--- config.mk ---
export PLATFORM = sky130hd
export DESIGN_NAME = periph_bridge
export DESIGN_NICKNAME = d
export VERILOG_FILES = /design/src/rtl/periph_bridge_pkg.sv /design/src/rtl/bit_alter.sv /design/src/rtl/port_pins.sv /design/src/rtl/periph_bridge.sv
export VERILOG_INCLUDE_DIRS = /design/src /design/src/rtl
export SDC_FILE = /design/constraint.sdc
export NUM_CORES = 1
export LEC_CHECK = 0
export BUFFER_PORTS_ARGS = -buffer_cell sky130_fd_sc_hd__buf_2
export CELL_PAD_IN_SITES_DETAIL_PLACEMENT = 2
export CELL_PAD_IN_SITES_GLOBAL_PLACEMENT = 2
export CORE_MARGIN = 5
export CORE_UTILIZATION = 32
export DETAILED_ROUTE_END_ITERATION = 8
export PLACE_DENSITY = 0.8
export SYNTH_ARGS = -nofsm -noshare
export SYNTH_HDL_FRONTEND = slang
export SYNTH_SLANG_ARGS = --single-unit
--- constraint.sdc ---
create_clock -name clk_i -period 3.2 [get_ports clk_i]
set_input_delay 0.16 -clock clk_i [delete_from_list [all_inputs] [get_ports clk_i]]
set_output_delay 0.16 -clock clk_i [all_outputs]
set_load 0.01 [all_outputs]
--- src/rtl/periph_bridge_defs.svh ---
`ifndef PERIPH_BRIDGE_DEFS_SVH
`define PERIPH_BRIDGE_DEFS_SVH

// Peripheral address map (byte addresses on the command port).
`define ADDR_CNT_RELOAD     16'hFFB5
`define ADDR_PORT_DATA      16'hFFD6
`define ADDR_PORT_DIR       16'hFFE6
`define ADDR_CORE_MODE      16'hFF80
`define ADDR_CORE_STATUS    16'hFF81
`define ADDR_STACK_PTR_HI   16'hFF82
`define ADDR_STACK_PTR_LO   16'hFF83
`define ADDR_EXC_REQ        16'hFF84
`define ADDR_SLOW_FIRST     16'hFFE0

// Reset values.
`define RST_PORT_DATA       8'h00
`define RST_PORT_DIR        8'h00
`define RST_RELOAD          8'h00
`define RST_STACK_PTR       16'hFF00
`define RST_PC              16'h0000
`define RST_CCR             8'h80

// Read values fixed by hardware.
`define DIR_READ_VALUE      8'hFF
`define UNMAPPED_READ_VALUE 8'h00
`define WORD_LOW_FILL       8'h00

// Access timing in clock states.
`define FAST_STATES         2'd2
`define SLOW_STATES         2'd3

// Exception frame: program counter (two bytes) then condition code.
`define EXC_PUSH_BYTES      3'd3

`endif

--- src/rtl/periph_bridge_pkg.sv ---
package periph_bridge_pkg;

  typedef enum logic [1:0] {
    OP_READ,
    OP_WRITE,
    OP_RMW
  } bus_op_e;

  typedef enum logic [2:0] {
    BIT_SET_INSTR,
    BIT_CLEAR_INSTR,
    BIT_INVERT_INSTR,
    BIT_STORE_INSTR,
    BIT_INVERTED_STORE_INSTR
  } bit_op_e;

  typedef enum logic [2:0] {
    HALT_SLEEP_HIGH,
    HALT_SLEEP_MEDIUM,
    HALT_STANDBY,
    HALT_WATCH,
    HALT_SUBSLEEP
  } halt_mode_e;

  typedef struct packed {
    logic        valid;
    bus_op_e     op;
    logic        word;
    logic [15:0] addr;
    logic [15:0] wdata;
    bit_op_e     bop;
    logic [2:0]  bit_num;
    logic        carry;
  } core_req_s;

  typedef struct packed {
    logic        done;
    logic [15:0] rdata;
  } core_rsp_s;

  typedef struct packed {
    logic        push_valid;
    logic [15:0] push_addr;
    logic [7:0]  push_data;
  } stack_push_s;

endpackage : periph_bridge_pkg

--- src/rtl/bit_alter.sv ---
`timescale 1ns/1ps

// Pure bit alteration stage used between the read and write steps.
module bit_alter (
  input  wire logic [7:0]                data_i,
  input  wire periph_bridge_pkg::bit_op_e bop_i,
  input  wire logic [2:0]                bit_num_i,
  input  wire logic                      carry_i,
  output logic      [7:0]                data_o
);
  import periph_bridge_pkg::*;

  logic [7:0] mask;
  assign mask = 8'h01 << bit_num_i;

  always_comb begin
    data_o = data_i;
    unique case (bop_i)
      BIT_SET_INSTR:            data_o = data_i | mask;
      BIT_CLEAR_INSTR:          data_o = data_i & ~mask;
      BIT_INVERT_INSTR:         data_o = data_i ^ mask;
      BIT_STORE_INSTR:
        data_o = carry_i ? (data_i | mask) : (data_i & ~mask);
      BIT_INVERTED_STORE_INSTR:
        data_o = carry_i ? (data_i & ~mask) : (data_i | mask);
      default:                  data_o = data_i;
    endcase
  end
endmodule : bit_alter

--- src/rtl/port_pins.sv ---
`timescale 1ns/1ps
`include "periph_bridge_defs.svh"

// One port of WIDTH pins: data latch, direction control, pin read-back.
module port_pins #(
  parameter int WIDTH = 8
) (
  input  wire logic             clk_i,
  input  wire logic             resetn_i,
  input  wire logic             data_we_i,
  input  wire logic             dir_we_i,
  input  wire logic [WIDTH-1:0] wdata_i,
  input  wire logic [WIDTH-1:0] pin_i,
  output logic      [WIDTH-1:0] read_o,
  output logic      [WIDTH-1:0] pin_o,
  output logic      [WIDTH-1:0] pin_oe_o
);
  logic [WIDTH-1:0] latch_q;
  logic [WIDTH-1:0] dir_q;

  always_ff @(posedge clk_i) begin
    if (!resetn_i) begin
      latch_q <= WIDTH'(`RST_PORT_DATA);
      dir_q   <= WIDTH'(`RST_PORT_DIR);
    end else begin
      if (data_we_i) latch_q <= wdata_i;
      if (dir_we_i)  dir_q   <= wdata_i;
    end
  end

  for (genvar g = 0; g < WIDTH; g++) begin : g_pin
    assign pin_oe_o[g] = dir_q[g];
    assign pin_o[g]    = latch_q[g];
    assign read_o[g]   = dir_q[g] ? latch_q[g] : pin_i[g];
  end
endmodule : port_pins

--- src/rtl/periph_bridge.sv ---
// Behaviour
// - Halt state offers five low-power modes.
// - Reset or interrupt enters transient exception state.
// - Interrupt exception pushes program counter and flags.
// - Writes to unmapped addresses are discarded.
// - Reads from unmapped addresses are undefined.
// - Peripheral data path is one byte wide.
// - Word write stores only the upper byte.
// - Word read puts byte in upper half.
// - Bit instructions read, alter, then write back.
// - Shared address: read counter, write reload.
// - Port data read returns pins for inputs.
// - Direction bit zero input, one output.
// - Output pin drives its data latch bit.
// - Direction register always reads all ones.
// - Accesses take two or three clock states.
//
// Chosen here: the register addresses and the address-and-strobe port.
`timescale 1ns/1ps
`include "periph_bridge_defs.svh"

module periph_bridge #(
  parameter int PORT_WIDTH = 8
) (
  input  wire logic                          clk_i,
  input  wire logic                          resetn_i,
  input  wire periph_bridge_pkg::core_req_s  req_i,
  input  wire logic                          irq_i,
  input  wire logic [15:0]                   irq_pc_i,
  input  wire logic [7:0]                    irq_ccr_i,
  input  wire logic                          sleep_i,
  input  wire logic                          wake_i,
  input  wire logic [15:0]                   addr_i,
  input  wire logic [7:0]                    wdata_i,
  input  wire logic                          wr_i,
  input  wire logic                          rd_i,
  input  wire logic [PORT_WIDTH-1:0]         pin_i,
  output periph_bridge_pkg::core_rsp_s       rsp_o,
  output periph_bridge_pkg::stack_push_s     push_o,
  output logic                               busy_o,
  output logic                               exc_active_o,
  output logic                               halted_o,
  output logic [7:0]                         rdata_o,
  output logic [7:0]                         counter_o,
  output logic [PORT_WIDTH-1:0]              pin_o,
  output logic [PORT_WIDTH-1:0]              pin_oe_o
);
  import periph_bridge_pkg::*;

  typedef enum logic [2:0] {
    S_RESET,
    S_EXEC,
    S_ACCESS,
    S_ALTER,
    S_EXCEPT,
    S_HALT
  } core_state_e;

  core_state_e core_state_q, core_state_d;
  core_req_s   req_q;
  core_rsp_s   rsp_q;
  stack_push_s push_q;
  logic [1:0]  wait_q;
  logic [2:0]  push_cnt_q;
  logic [7:0]  byte_q;
  logic [15:0] sp_q;
  logic [15:0] pc_save_q;
  logic [7:0]  ccr_save_q;
  logic        irq_exc_q;
  logic [2:0]  halt_mode_q;
  logic [7:0]  counter_q;
  logic [7:0]  reload_q;
  logic [7:0]  rdata_q;
  logic        pending_irq_q;

  // Decoding of the peripheral byte address carried by a core request.
  wire logic        hit_cnt   = req_q.addr == `ADDR_CNT_RELOAD;
  wire logic        hit_data  = req_q.addr == `ADDR_PORT_DATA;
  wire logic        hit_dir   = req_q.addr == `ADDR_PORT_DIR;
  wire logic        hit_any   = hit_cnt | hit_data | hit_dir;
  wire logic        slow      = req_q.addr >= `ADDR_SLOW_FIRST;
  wire logic [1:0]  n_states  = slow ? `SLOW_STATES : `FAST_STATES;
  wire logic [PORT_WIDTH-1:0] port_rd;
  wire logic [7:0]  port_rd8  = 8'(port_rd);

  wire logic [7:0]  periph_rd =
      hit_cnt  ? counter_q :
      hit_data ? port_rd8 :
      hit_dir  ? `DIR_READ_VALUE : `UNMAPPED_READ_VALUE;

  // Word writes carry only the upper byte.
  wire logic [7:0]  wr_byte   = req_q.word ? req_q.wdata[15:8]
                                           : req_q.wdata[7:0];
  wire logic [7:0]  altered;
  wire logic        access_end = core_state_q == S_ACCESS &&
                                 wait_q == n_states - 2'd1;
  wire logic        do_write  = (core_state_q == S_ALTER) ||
                                (access_end && req_q.op == OP_WRITE);
  wire logic [7:0]  store_byte = core_state_q == S_ALTER ? altered
                                                          : wr_byte;
  wire logic        we_cnt    = do_write & hit_cnt;
  wire logic        we_data   = do_write & hit_data;
  wire logic        we_dir    = do_write & hit_dir;

  // Software register port for mode, stack and exception control.
  wire logic        sw_mode   = addr_i == `ADDR_CORE_MODE;
  wire logic        sw_sph    = addr_i == `ADDR_STACK_PTR_HI;
  wire logic        sw_spl    = addr_i == `ADDR_STACK_PTR_LO;
  wire logic        sw_exc    = addr_i == `ADDR_EXC_REQ;
  wire logic        sw_stat   = addr_i == `ADDR_CORE_STATUS;
  wire logic        irq_take  = irq_i | (wr_i & sw_exc & wdata_i[0]);
  wire logic [7:0]  status_rd = {2'b00, halt_mode_q,
                                 core_state_q == S_HALT,
                                 core_state_q == S_EXCEPT, busy_o};
  wire logic [7:0]  sw_rd =
      sw_mode ? {5'b00000, halt_mode_q} :
      sw_stat ? status_rd :
      sw_sph  ? sp_q[15:8] :
      sw_spl  ? sp_q[7:0] : `UNMAPPED_READ_VALUE;

  // Frame order: pc low, pc high, flags.
  wire logic [7:0]  push_byte =
      push_cnt_q == 3'd0 ? pc_save_q[7:0] :
      push_cnt_q == 3'd1 ? pc_save_q[15:8] : ccr_save_q;

  bit_alter u_alter (
    .data_i    (byte_q),
    .bop_i     (req_q.bop),
    .bit_num_i (req_q.bit_num),
    .carry_i   (req_q.carry),
    .data_o    (altered)
  );

  port_pins #(.WIDTH(PORT_WIDTH)) u_port (
    .clk_i     (clk_i),
    .resetn_i  (resetn_i),
    .data_we_i (we_data),
    .dir_we_i  (we_dir),
    .wdata_i   (store_byte[PORT_WIDTH-1:0]),
    .pin_i     (pin_i),
    .read_o    (port_rd),
    .pin_o     (pin_o),
    .pin_oe_o  (pin_oe_o)
  );

  always_comb begin
    core_state_d = core_state_q;
    unique case (core_state_q)
      S_RESET:  core_state_d = S_EXCEPT;
      S_EXEC: begin
        if (pending_irq_q)    core_state_d = S_EXCEPT;
        else if (sleep_i)     core_state_d = S_HALT;
        else if (req_i.valid) core_state_d = S_ACCESS;
      end
      S_ACCESS: if (access_end) begin
        core_state_d = req_q.op == OP_RMW ? S_ALTER : S_EXEC;
      end
      S_ALTER:  core_state_d = S_EXEC;
      S_EXCEPT: if (!irq_exc_q || push_cnt_q == `EXC_PUSH_BYTES - 3'd1)
        core_state_d = S_EXEC;
      // Any halt mode leaves on wake.
      S_HALT:   if (wake_i || pending_irq_q) core_state_d = S_EXEC;
      default:  core_state_d = S_RESET;
    endcase
  end

  always_ff @(posedge clk_i) begin
    if (!resetn_i) begin
      core_state_q <= S_RESET;
      pending_irq_q <= 1'b0;
    end else begin
      core_state_q <= core_state_d;
      // An arriving request wins over the clear at exception entry.
      if (irq_take)
        pending_irq_q <= 1'b1;
      else if (core_state_q == S_EXCEPT)
        pending_irq_q <= 1'b0;
    end
  end

  always_ff @(posedge clk_i) begin
    if (!resetn_i) begin
      req_q <= '0;
      wait_q <= 2'd0;
      byte_q <= 8'h00;
      rsp_q <= '0;
    end else begin
      rsp_q.done <= 1'b0;
      if (core_state_q == S_EXEC && core_state_d == S_ACCESS)
        req_q <= req_i;
      wait_q <= core_state_q == S_ACCESS && !access_end
              ? wait_q + 2'd1 : 2'd0;
      // Only one byte crosses the bus.
      if (access_end) byte_q <= periph_rd;
      if (access_end && req_q.op != OP_RMW) begin
        rsp_q.done  <= 1'b1;
        rsp_q.rdata <= req_q.word ? {periph_rd, `WORD_LOW_FILL}
                                  : {8'h00, periph_rd};
      end
      if (core_state_q == S_ALTER) begin
        rsp_q.done  <= 1'b1;
        rsp_q.rdata <= {8'h00, altered};
      end
    end
  end

  // Counter reloads from its reload register.
  always_ff @(posedge clk_i) begin
    if (!resetn_i) begin
      counter_q <= `RST_RELOAD;
      reload_q  <= `RST_RELOAD;
    end else begin
      if (we_cnt) reload_q <= store_byte;
      counter_q <= counter_q == 8'hFF ? reload_q : counter_q + 8'h01;
    end
  end

  always_ff @(posedge clk_i) begin
    if (!resetn_i) begin
      sp_q <= `RST_STACK_PTR;
      push_cnt_q <= 3'd0;
      push_q <= '0;
      irq_exc_q <= 1'b0;
      pc_save_q <= `RST_PC;
      ccr_save_q <= `RST_CCR;
      halt_mode_q <= 3'd0;
      rdata_q <= 8'h00;
    end else begin
      push_q.push_valid <= 1'b0;
      rdata_q <= rd_i ? sw_rd : 8'h00;
      if (wr_i && sw_mode && wdata_i[2:0] <= 3'(HALT_SUBSLEEP))
        halt_mode_q <= wdata_i[2:0];
      if (core_state_q == S_EXEC && core_state_d == S_EXCEPT) begin
        irq_exc_q  <= 1'b1;
        pc_save_q  <= irq_pc_i;
        ccr_save_q <= irq_ccr_i;
        push_cnt_q <= 3'd0;
      end else if (core_state_q == S_EXCEPT && irq_exc_q) begin
        push_q.push_valid <= 1'b1;
        push_q.push_addr  <= sp_q - 16'd1;
        push_q.push_data  <= push_byte;
        sp_q <= sp_q - 16'd1;
        push_cnt_q <= push_cnt_q + 3'd1;
        if (core_state_d == S_EXEC) irq_exc_q <= 1'b0;
      end else if (wr_i && sw_sph) begin
        sp_q[15:8] <= wdata_i;
      end else if (wr_i && sw_spl) begin
        sp_q[7:0] <= wdata_i;
      end
    end
  end

  always_ff @(posedge clk_i) begin
    if (!resetn_i) begin
      busy_o <= 1'b0;
      exc_active_o <= 1'b0;
      halted_o <= 1'b0;
    end else begin
      busy_o       <= core_state_d == S_ACCESS || core_state_d == S_ALTER;
      exc_active_o <= core_state_d == S_EXCEPT;
      halted_o     <= core_state_d == S_HALT;
    end
  end

  assign rsp_o     = rsp_q;
  assign push_o    = push_q;
  assign rdata_o   = rdata_q;
  assign counter_o = counter_q;
endmodule : periph_bridge

==> results of run 1 <==
[final cells by class]
class,instances,share of cell area
Multi-Input combinational cell,830,0.417
Tap cell,372,0.0413
Clock inverter,15,0.0128
Inverter,22,0.00754
Clock buffer,17,0.0377
Sequential cell,188,0.334
Timing Repair Buffer,264,0.149
Antenna cell,2,0.000444
[cell usage after synthesis, types with 7 or more instances]
cell	n	area share
nand3_1	40	0.023
nor2_1	67	0.028
a32oi_1	7	0.0069
clkbuf_1	65	0.028
a22oi_1	11	0.0093
nor3b_1	7	0.0059
xnor2_1	8	0.0079
dfxtp_1	188	0.43
nand2_1	230	0.098
nor2b_1	17	0.012
mux2i_1	22	0.025
xor2_1	9	0.0089
and2_1	11	0.0078
nand3b_1	7	0.0059
a211oi_1	16	0.014
o21a_1	10	0.0085
nand2b_1	9	0.0064
o31ai_1	9	0.0076
ha_1	22	0.031
o21ai_0	76	0.043
nand4_1	9	0.0064
o22ai_1	12	0.0085
nor3_1	13	0.0074
a21oi_1	120	0.068
o211ai_1	11	0.0093
inv_1	21	0.0089
[worst max-delay path by stage]
stage / cells past startpoint / end / startpoint
3_3_place_gp: 8 / u_port.pin_o[1] / req_q[1]
6_report: 8 / u_port.pin_oe_o[1] / req_q[1]
2_1_floorplan: 9 / sp_q[14] / sp_q[0]
4_1_cts: 8 / u_port.pin_o[1] / req_q[1]
5_1_grt: 8 / u_port.pin_oe_o[5] / req_q[3]
3_5_place_dp: 8 / u_port.pin_o[1] / req_q[1]
[report_power, final]
| part | internal (mW) | switching (mW) | total, mW | leakage, nW |
|---|---|---|---|---|
| Clock | 1.04 | 1.08 | 2.12 | 0.276 |
| Combinational | 0.175 | 0.212 | 0.387 | 2.55 |
| Sequential | 2.37 | 0.0359 | 2.40 | 1.52 |
| Total | 3.58 | 1.33 | 4.92 | 4.35 |
[stage by stage]
stage / worst slack, ns / util / power [mW]
after CTS: 0.331 / 0.416 / 4.94
after global routing: 0.156 / 0.416 / 5.09
after floorplan: 0.846 / - / 2.62
final: 0.283 / 0.416 / 4.92
after global placement: 0.658 / 0.371 / 2.76
after detailed placement: 0.379 / 0.371 / 2.77
[cells by family (layout without fill, tap and decap cells)]
family / Yosys count / count (layout)
and+or+nand+nor: 453 / 453
buffers and inverters: 98 / 318
DFF: 188 / 188
muxes: 27 / 27
xor gates and xnor gates: 17 / 17
adders and majority gates: 22 / 22
other: 0 / 2
AOI/OAI and AO/OA: 311 / 311
[registers in the layout (all words and copies together) (netlist names), 16 cells and up]
register,cells
req_q,42
push_o,25
rsp_o,17
pc_save_q,16
sp_q,16
[layout by cell type, fill, tap and decap left out, drive strengths merged, types with 10 or more instances in the layout]
cell         netlist  routed
nor3              13      13
nor2              67      67
dfxtp            188     188
buf               11     200
o22ai             12      12
nand3             40      40
and2              11      11
o21ai             76      76
o211ai            11      11
o21a              10      10
dlygate4sd3        0      64
inv               22      31
ha                22      22
a21oi            120     120
nor2b             17      17
nand2            230     230
mux2i             22      22
a22oi             11      11
clkbuf            65      17
a211oi            17      17
[metal layers]
layer	part of all wire	vias to the layer above
li1	-	4326
met1	0.43	4525
met4	0.029	0
met2	0.50	225
met3	0.039	67
met5	0	-
[worst max-delay path, delay by kind of cell, from the launching register on]
kind,cells,cell delay [ns]
flops,1,0.53
compound gates,5,1.51
fa+ha+maj,1,0.30
buf+inv,1,0.13
simple gates,1,0.34
[timing repair]
action / CTS / global route
hold buffers: 64 / 0
endpoints found under the setup margin: 0 / 3
gates resized for setup: 0 / 2
endpoints found under the hold margin: 64 / 0
==> results_dict.tcl, run 1 <==
set metrics [dict create \
    status "complete, no violations" \
    postSynthCellCount 1116 \
    start_util 0.326 \
    period_share 0.912 \
    busiest_layer "met2" \
    drt_first_pass_iters 5 \
    synth.avg_cell_area_um2 7.92 \
    drt_iter0_drc 391 \
    yosys.area_share.simple 0.239 \
    max_freq_mhz 343 \
    cts_tree "yes" \
    r2r-end "u_port.pin_oe_o[1]" \
    cts-root-buf "clkbuf_16" \
    synth_area_mm2 0.00884 \
    use_met3 0.0411 \
    max-slew-margin-rel 0.318 \
    yosys.area_share.xor_xnor 0.0168 \
    min_path_cells 3 \
    gr-usage-met2 0.412 \
    num_vias 9143 \
    end_kind "register" \
    final_layout_size_suffix_gt1_frac 0.190 \
    worstPathMaxFanout 9 \
    crit_arrival_ns 3.24 \
    fillerInstances 3085 \
    synth-main-ff-cell "dfxtp_1" \
    io_buffers 182 \
    critPathSlowestCell "a2111oi_1" \
    grt_use_total 0.232 \
    ir_drop_mv 0.383 \
    slew_viol_final 0 \
    clk-insertion-delay-late_ns 0.45 \
    yosysWarnings 0 \
    drc 0 \
    area_growth_pct 27.6 \
    cts_max_path_buffers 2 \
    grt_pass1_vias 10200 \
    tightest_slew_ns 1.02 \
    grt_pass1_wl_um 57400 \
    r2r_cells 8 \
    overflow 0 \
    r2r-start "req_q[1]" \
    synth_top_family_by_area "simple AND/OR/NAND/NOR gates" \
    report.final.hold_viol_count 0 \
    ant_nets 0 \
    drv_cap 0 \
    dpl.cell_count 1612 \
    use_met1 0.281 \
    drt-vias-per-instance 5.35 \
    clk_pin_slew_ns 0.08 \
    seq_area_mm2 0.00376 \
    cts_buffers 17 \
    die_h_um 176 \
    routed_wl_um 36600 \
    r2r_slack_ns 0.28 \
    wl_per_cell_um 21.4 \
    required_ns 3.52 \
    p_leak_nw 4.35 \
    antenna_found_initial 2 \
    syn_nets 1244 \
    hp-class "in2reg" \
    yosysUniqueCellTypes 65 \
    muxShareOfSynthArea 0.0326 \
    min_to "pending_irq_q" \
    slowest_delay_ns 0.61 \
    worstHoldStart "irq_i" \
    ys_ff_latch 188 \
    fin_nets 1451 \
    dpl_cell_area_mm2 0.0101 \
    async_flop_share 0 \
    clock-sinks 188 \
    grt_max_degree 63 \
    dp_hpwl_um 24400 \
    power_density_mw_per_mm2 436 \
    synthAdderAreaFrac 0.0311 \
    final_cells 1710 \
    fp.dieW_um 176 \
    fin_hold_ws_ns 0.0224 \
    final_area_mm2 0.0113 \
    seq_area_frac_synth 0.426 \
    core_mm2 0.0271 \
    cp_cell_sequence "nor3b_2 > inv_1 > ha_1 > a211o_1 > a21oi_1 > a2111oi_1 > o21ai_0 > o31ai_1" \
    criticalPathCategory "reg2reg" \
    synth-compound-area-share 0.211 \
    cp-start-kind "register" \
    place.gp.congestion 0.808 \
    rows 60 \
    fin_setup_tns_ns 0 \
    rsz0062_at_grt "false" \
    multi_input_area_mm2 0.00471 \
    setup_viol 0 \
    ioPinCount 183 \
    period_needed_ns 2.92 \
    dieArea_mm2 0.0310 \
    postCtsSetupRepairBufs 0 \
    htreeDepth 4 \
    synth_edf_count 0 \
    clock_skew_ns 0.0186 \
]
No activity file was read; power rests on OpenSTA's default activity.
==> inputs of run 2 (changes only) <==
Settings changed: GPL_TIMING_DRIVEN set to 0.
==> results_dict.tcl, run 2 (synthesized netlist as in run 1, its figures left out) <==
set metrics [dict create \
    status "complete, no violations" \
    grt_use_total 0.256 \
    fillerInstances 3126 \
    die_h_um 176 \
    drv_cap 0 \
    start_util 0.326 \
    most-common-layout-cells "nand2_1 (230), dfxtp_1 (188), buf_2 (185)" \
    fp.dieW_um 176 \
    clock-sinks 188 \
    p_sw_frac 0.249 \
    clkPwrFrac 0.459 \
    setup_viol 0 \
    r2r_cells 10 \
    routed_wl_um 40100 \
    fin_util 0.424 \
    area_growth_pct 29.9 \
    ioPinCount 183 \
    final_cells 1765 \
    cp-start-kind "register" \
    p_int_mw 3.91 \
    io_buffers 181 \
    final_layout_size_suffix_gt1_frac 0.170 \
    required_ns 3.54 \
    fin_nets 1506 \
    period_needed_ns 3.05 \
    report.final.hold_viol_count 0 \
    criticalPathCategory "reg2reg" \
    overflow 0 \
    layout.cells.most_common "nand2_1" \
    r2r_slack_ns 0.15 \
    max-slew-margin-rel 0.239 \
    cp-endpoint "u_port.pin_oe_o[1]" \
    dp_slack_ns -0.275 \
    dp_hpwl_um 27900 \
    fin_ws_ns 0.149 \
    antenna_found_initial 3 \
    combPwrFrac 0.080 \
    drc 0 \
    crit_arrival_ns 3.39 \
    ant_nets 0 \
    period_share 0.953 \
    regMostFlops "req_q" \
    place.gp.congestion 0.836 \
    dieArea_mm2 0.0310 \
    cts-root-buf "clkbuf_16" \
    htreeDepth 4 \
    dpl.cell_count 1669 \
    end_kind "register" \
    drt-vias-per-instance 5.43 \
    p_leak_nw 4.39 \
    rows 60 \
    cts_max_path_buffers 2 \
    max_freq_mhz 328 \
    grt_pass1_wl_um 62200 \
    largest_reg_flops 42 \
    crit_start "req_q[1]" \
    grt_pass1_vias 10800 \
    rsz0062_at_grt "true" \
    worstPathMaxFanout 9 \
    drt_first_pass_iters 5 \
    slew_viol_final 0 \
    core_mm2 0.0271 \
    clk-insertion-delay-late_ns 0.45 \
    cts_tree "yes" \
    hp-class "in2reg" \
    clk_pin_slew_ns 0.08 \
    grt_max_degree 17 \
    seqPwrFrac 0.462 \
    clock_skew_ns 0.0206 \
    switchingPower_mw 1.29 \
    postCtsSetupRepairBufs 0 \
    power_density_mw_per_mm2 453 \
    tightest_slew_ns 1.14 \
    r2r-start "req_q[1]" \
    num_vias 9591 \
    drt_iter0_drc 571 \
    cts_buffers 17 \
    r2r-end "u_port.pin_oe_o[1]" \
    ir_drop_mv 0.267 \
    wl_per_cell_um 22.7 \
]
[run 2: cell types whose count changed in the layout (fill, tap and decap cells not counted), moves of 2 or more]
cell           previous run  this run
buf_1                     0         6
inv_8                     6         1
bufinv_16                 0         4
buf_2                   182       185
buf_4                    18         0
dlygate4sd3_1            64        62
nor3b_1                   5         7
clkbuf_1                  0        66
nor3b_2                   2         0
clkbuf_8                  0         2
[run 2: worst min path at each step]
stage          slack (ns)  depth (start not counted)            end         start
6_report             0.01                          3   pc_save_q[7]   irq_pc_i[7]
5_1_grt             0.006                          3   pc_save_q[7]   irq_pc_i[7]
4_1_cts             0.001                          3   pc_save_q[7]   irq_pc_i[7]
3_5_place_dp         0.41                          3  pc_save_q[14]  irq_pc_i[14]
3_3_place_gp         0.41                          3  ccr_save_q[7]  irq_ccr_i[7]
2_1_floorplan        0.28                          2  ccr_save_q[7]  irq_ccr_i[7]
[run 2: through the flow]
stage | hold WS [ns] | instance area, µm² | setup TNS [ns] | power (mW)
after floorplan | 0.284 | 8840 | 0 | 2.62
after global placement | 0.406 | 10200 | -0.579 | 2.78
after detailed placement | 0.409 | 10200 | -0.741 | 2.80
after CTS | 0.000969 | 11500 | 0 | 5.21
after global routing | 0.00565 | 11500 | -0.00105 | 5.36
final | 0.0110 | 11500 | 0 | 5.20
[run 2: timing repair]
item                                    in CTS  in global routing
gates cloned                                 0                  0
hold buffers                                62                  0
hold endpoints to repair                    62                  0
resized for setup                            2                  1
endpoints found under the setup margin       3                  4
pin swaps                                    0                  0
[run 2: power by group through the flow]
stage | registers (mW) | clock network [mW] | logic [mW]
after floorplan | 2.45 | 0 | 0.169
after global placement | 2.45 | 0 | 0.331
after detailed placement | 2.45 | 0 | 0.342
after CTS | 2.40 | 2.40 | 0.406
after global routing | 2.40 | 2.50 | 0.451
final | 2.40 | 2.39 | 0.414
[run 2: area by class of cell]
type / count / area, µm² / area share
Sequential cell: 188 / 3760 / 0.328
Inverter: 22 / 82.6 / 0.00719
Multi-Input combinational cell: 830 / 4700 / 0.409
Antenna cell: 3 / 7.51 / 0.000654
Buffer: 76 / 298 / 0.0259
Tap cell: 372 / 465 / 0.0405
Clock buffer: 20 / 457 / 0.0398
Clock inverter: 11 / 183 / 0.0159
Timing Repair Buffer: 243 / 1530 / 0.133
[run 2: worst max-delay path: stages, from the launching register on]
cell and delay (ns):
dfxtp_1 0.32, clkbuf_1 0.34, nor3b_1 0.41, inv_1 0.13
ha_1 0.21, nor2_1 0.10, a211o_1 0.15, a21oi_1 0.10
a2111oi_2 0.60, o21ai_0 0.32, o31ai_1 0.26
[run 2: metal layers]
| layer | global-route usage | vias up | routed length (µm) |
|---|---|---|---|
| li1 | - | 4432 | - |
| met1 | 0.316 | 4778 | 17000 |
| met2 | 0.444 | 294 | 19700 |
| met3 | 0.0426 | 87 | 2010 |
| met4 | 0.103 | 0 | 1420 |
| met5 | 0 | - | 0 |
==> inputs of run 3 (changes only) <==
Settings changed: CORE_UTILIZATION 32 to 34, MAX_ROUTING_LAYER set to met4, PLACE_DENSITY 0.8 to 0.84.
Clock period 3.2 ns to 3.71 ns, I/O delays scaled along.
==> results_dict.tcl, run 3 (synthesized netlist as in run 1, its figures left out) <==
set metrics [dict create \
    status "complete, no violations" \
    most-common-layout-cells "nand2_1 (230), dfxtp_1 (188), buf_2 (185)" \
    hp-class "in2reg" \
    antenna_found_initial 2 \
    rows 59 \
    max_freq_mhz 309 \
    power.total_mw 4.38 \
    fin_nets 1486 \
    drt-vias-per-instance 5.68 \
    end_kind "register" \
    io_buffers 181 \
    fp.dieW_um 171 \
    use_met3 0.0342 \
    grt_max_degree 19 \
    final_cells 1708 \
    ant_nets 0 \
    overflow 0 \
    num_vias 9705 \
    start_util 0.342 \
    dpl_cell_area_mm2 0.0102 \
    wl_per_cell_um 24.2 \
    regMostFlops "req_q" \
    clock_skew_ns 0.0150 \
    area_growth_pct 26.7 \
    cts_max_path_buffers 2 \
    dieArea_mm2 0.0293 \
    grt_pass1_wl_um 63100 \
    tightest_slew_ns 1.09 \
    drc 0 \
    period_share 0.871 \
    period_needed_ns 3.23 \
    dpl.cell_count 1632 \
    rsz0062_at_grt "false" \
    cts_buffers 17 \
    gr-usage-met2 0.495 \
    drt_first_pass_iters 5 \
    p_leak_nw 4.29 \
    crit_arrival_ns 3.58 \
    worstPathMaxFanout 9 \
    cts-root-buf "clkbuf_16" \
    use_met1 0.347 \
    largest_reg_flops 42 \
    ioPinCount 183 \
    report.final.hold_viol_count 0 \
    fin_hold_ws_ns 0.0130 \
    required_ns 4.06 \
    grt_pass1_vias 10600 \
    clk_pin_slew_ns 0.08 \
    cp-start-kind "register" \
    fin_util 0.433 \
    dp_slack_ns 0.392 \
    final_area_mm2 0.0112 \
    drt_iter0_drc 558 \
    clk-insertion-delay-late_ns 0.44 \
    drv_cap 0 \
    fin_setup_tns_ns 0 \
    final_layout_size_suffix_gt1_frac 0.174 \
    die_h_um 171 \
    htreeDepth 4 \
    slew_viol_final 0 \
    routed_wl_um 41300 \
    power_density_mw_per_mm2 391 \
    dp_hpwl_um 27900 \
    layout.cells.most_common "nand2_1" \
    ir_drop_mv 0.228 \
    place.gp.congestion 0.892 \
    criticalPathCategory "reg2reg" \
    fin_ws_ns 0.477 \
    postCtsSetupRepairBufs 0 \
    clock-sinks 188 \
    busiest_layer "met2" \
    cts_tree "yes" \
    core_mm2 0.0258 \
    grt_use_total 0.286 \
    max-slew-margin-rel 0.273 \
    setup_viol 0 \
]
## run 3: changes by cell type in the layout (fill, tap and decap cells not counted), sizes merged
cell / change
clkbuf: -3
inv: +5
diode: -1
dlygate4sd3: -20
clkinvlp: +1
bufinv: -2
## run 3: worst paths after layout
| kind | startpoint | endpoint | slack, ns | cells past startpoint |
|---|---|---|---|---|
| worst max-delay path | req_q[1] | u_port.pin_oe_o[1] | 0.48 | 10 |
| worst min-delay path | req_i[39] | req_q[39] | 0.01 | 3 |
| worst max register to register | req_q[1] | u_port.pin_oe_o[1] | 0.48 | 10 |
| worst min register to register | push_o[23] | push_o[23] | 0.45 | 2 |
## run 3: cell type report
class	count	area (µm²)
fillers	2942	14600
multi-input cells	830	4700
flip-flops and latches	188	3760
repair buffers	223	1330
clock buffers	17	425
well taps	335	419
plain buffers	76	298
clock inverters	15	174
inverters	22	82.6
diodes	2	5.00
## run 3: worst max-delay path, cell delays in order (launching register included)
cell and delay [ns]:
dfxtp_1 0.32, clkbuf_1 0.34, nor3b_1 0.44, inv_1 0.13, ha_1 0.21, nor2_1 0.12, a211o_1 0.16, a21oi_1 0.10
a2111oi_2 0.68, o21ai_0 0.37, o31ai_1 0.27
## run 3: repair_timing
action                                  4_1_cts  5_1_grt
hold buffers                                 42        0
endpoints found under the setup margin        0        3
endpoints found under the hold margin        42        0
gates resized for setup                       0        1
## run 3: report_power, final
group / switching [mW] / internal (mW) / leakage [nW]
combinational: 0.208 / 0.139 / 2.48
sequential: 0.0287 / 2.04 / 1.52
clock: 0.936 / 1.02 / 0.292
total: 1.17 / 3.20 / 4.29
## run 3: routing by layer
| metal | up-vias | part of all wire |
|---|---|---|
| li1 | 4390 | - |
| met1 | 4909 | 0.43 |
| met2 | 329 | 0.50 |
| met3 | 77 | 0.047 |
| met4 | 0 | 0.024 |
| met5 | - | 0 |
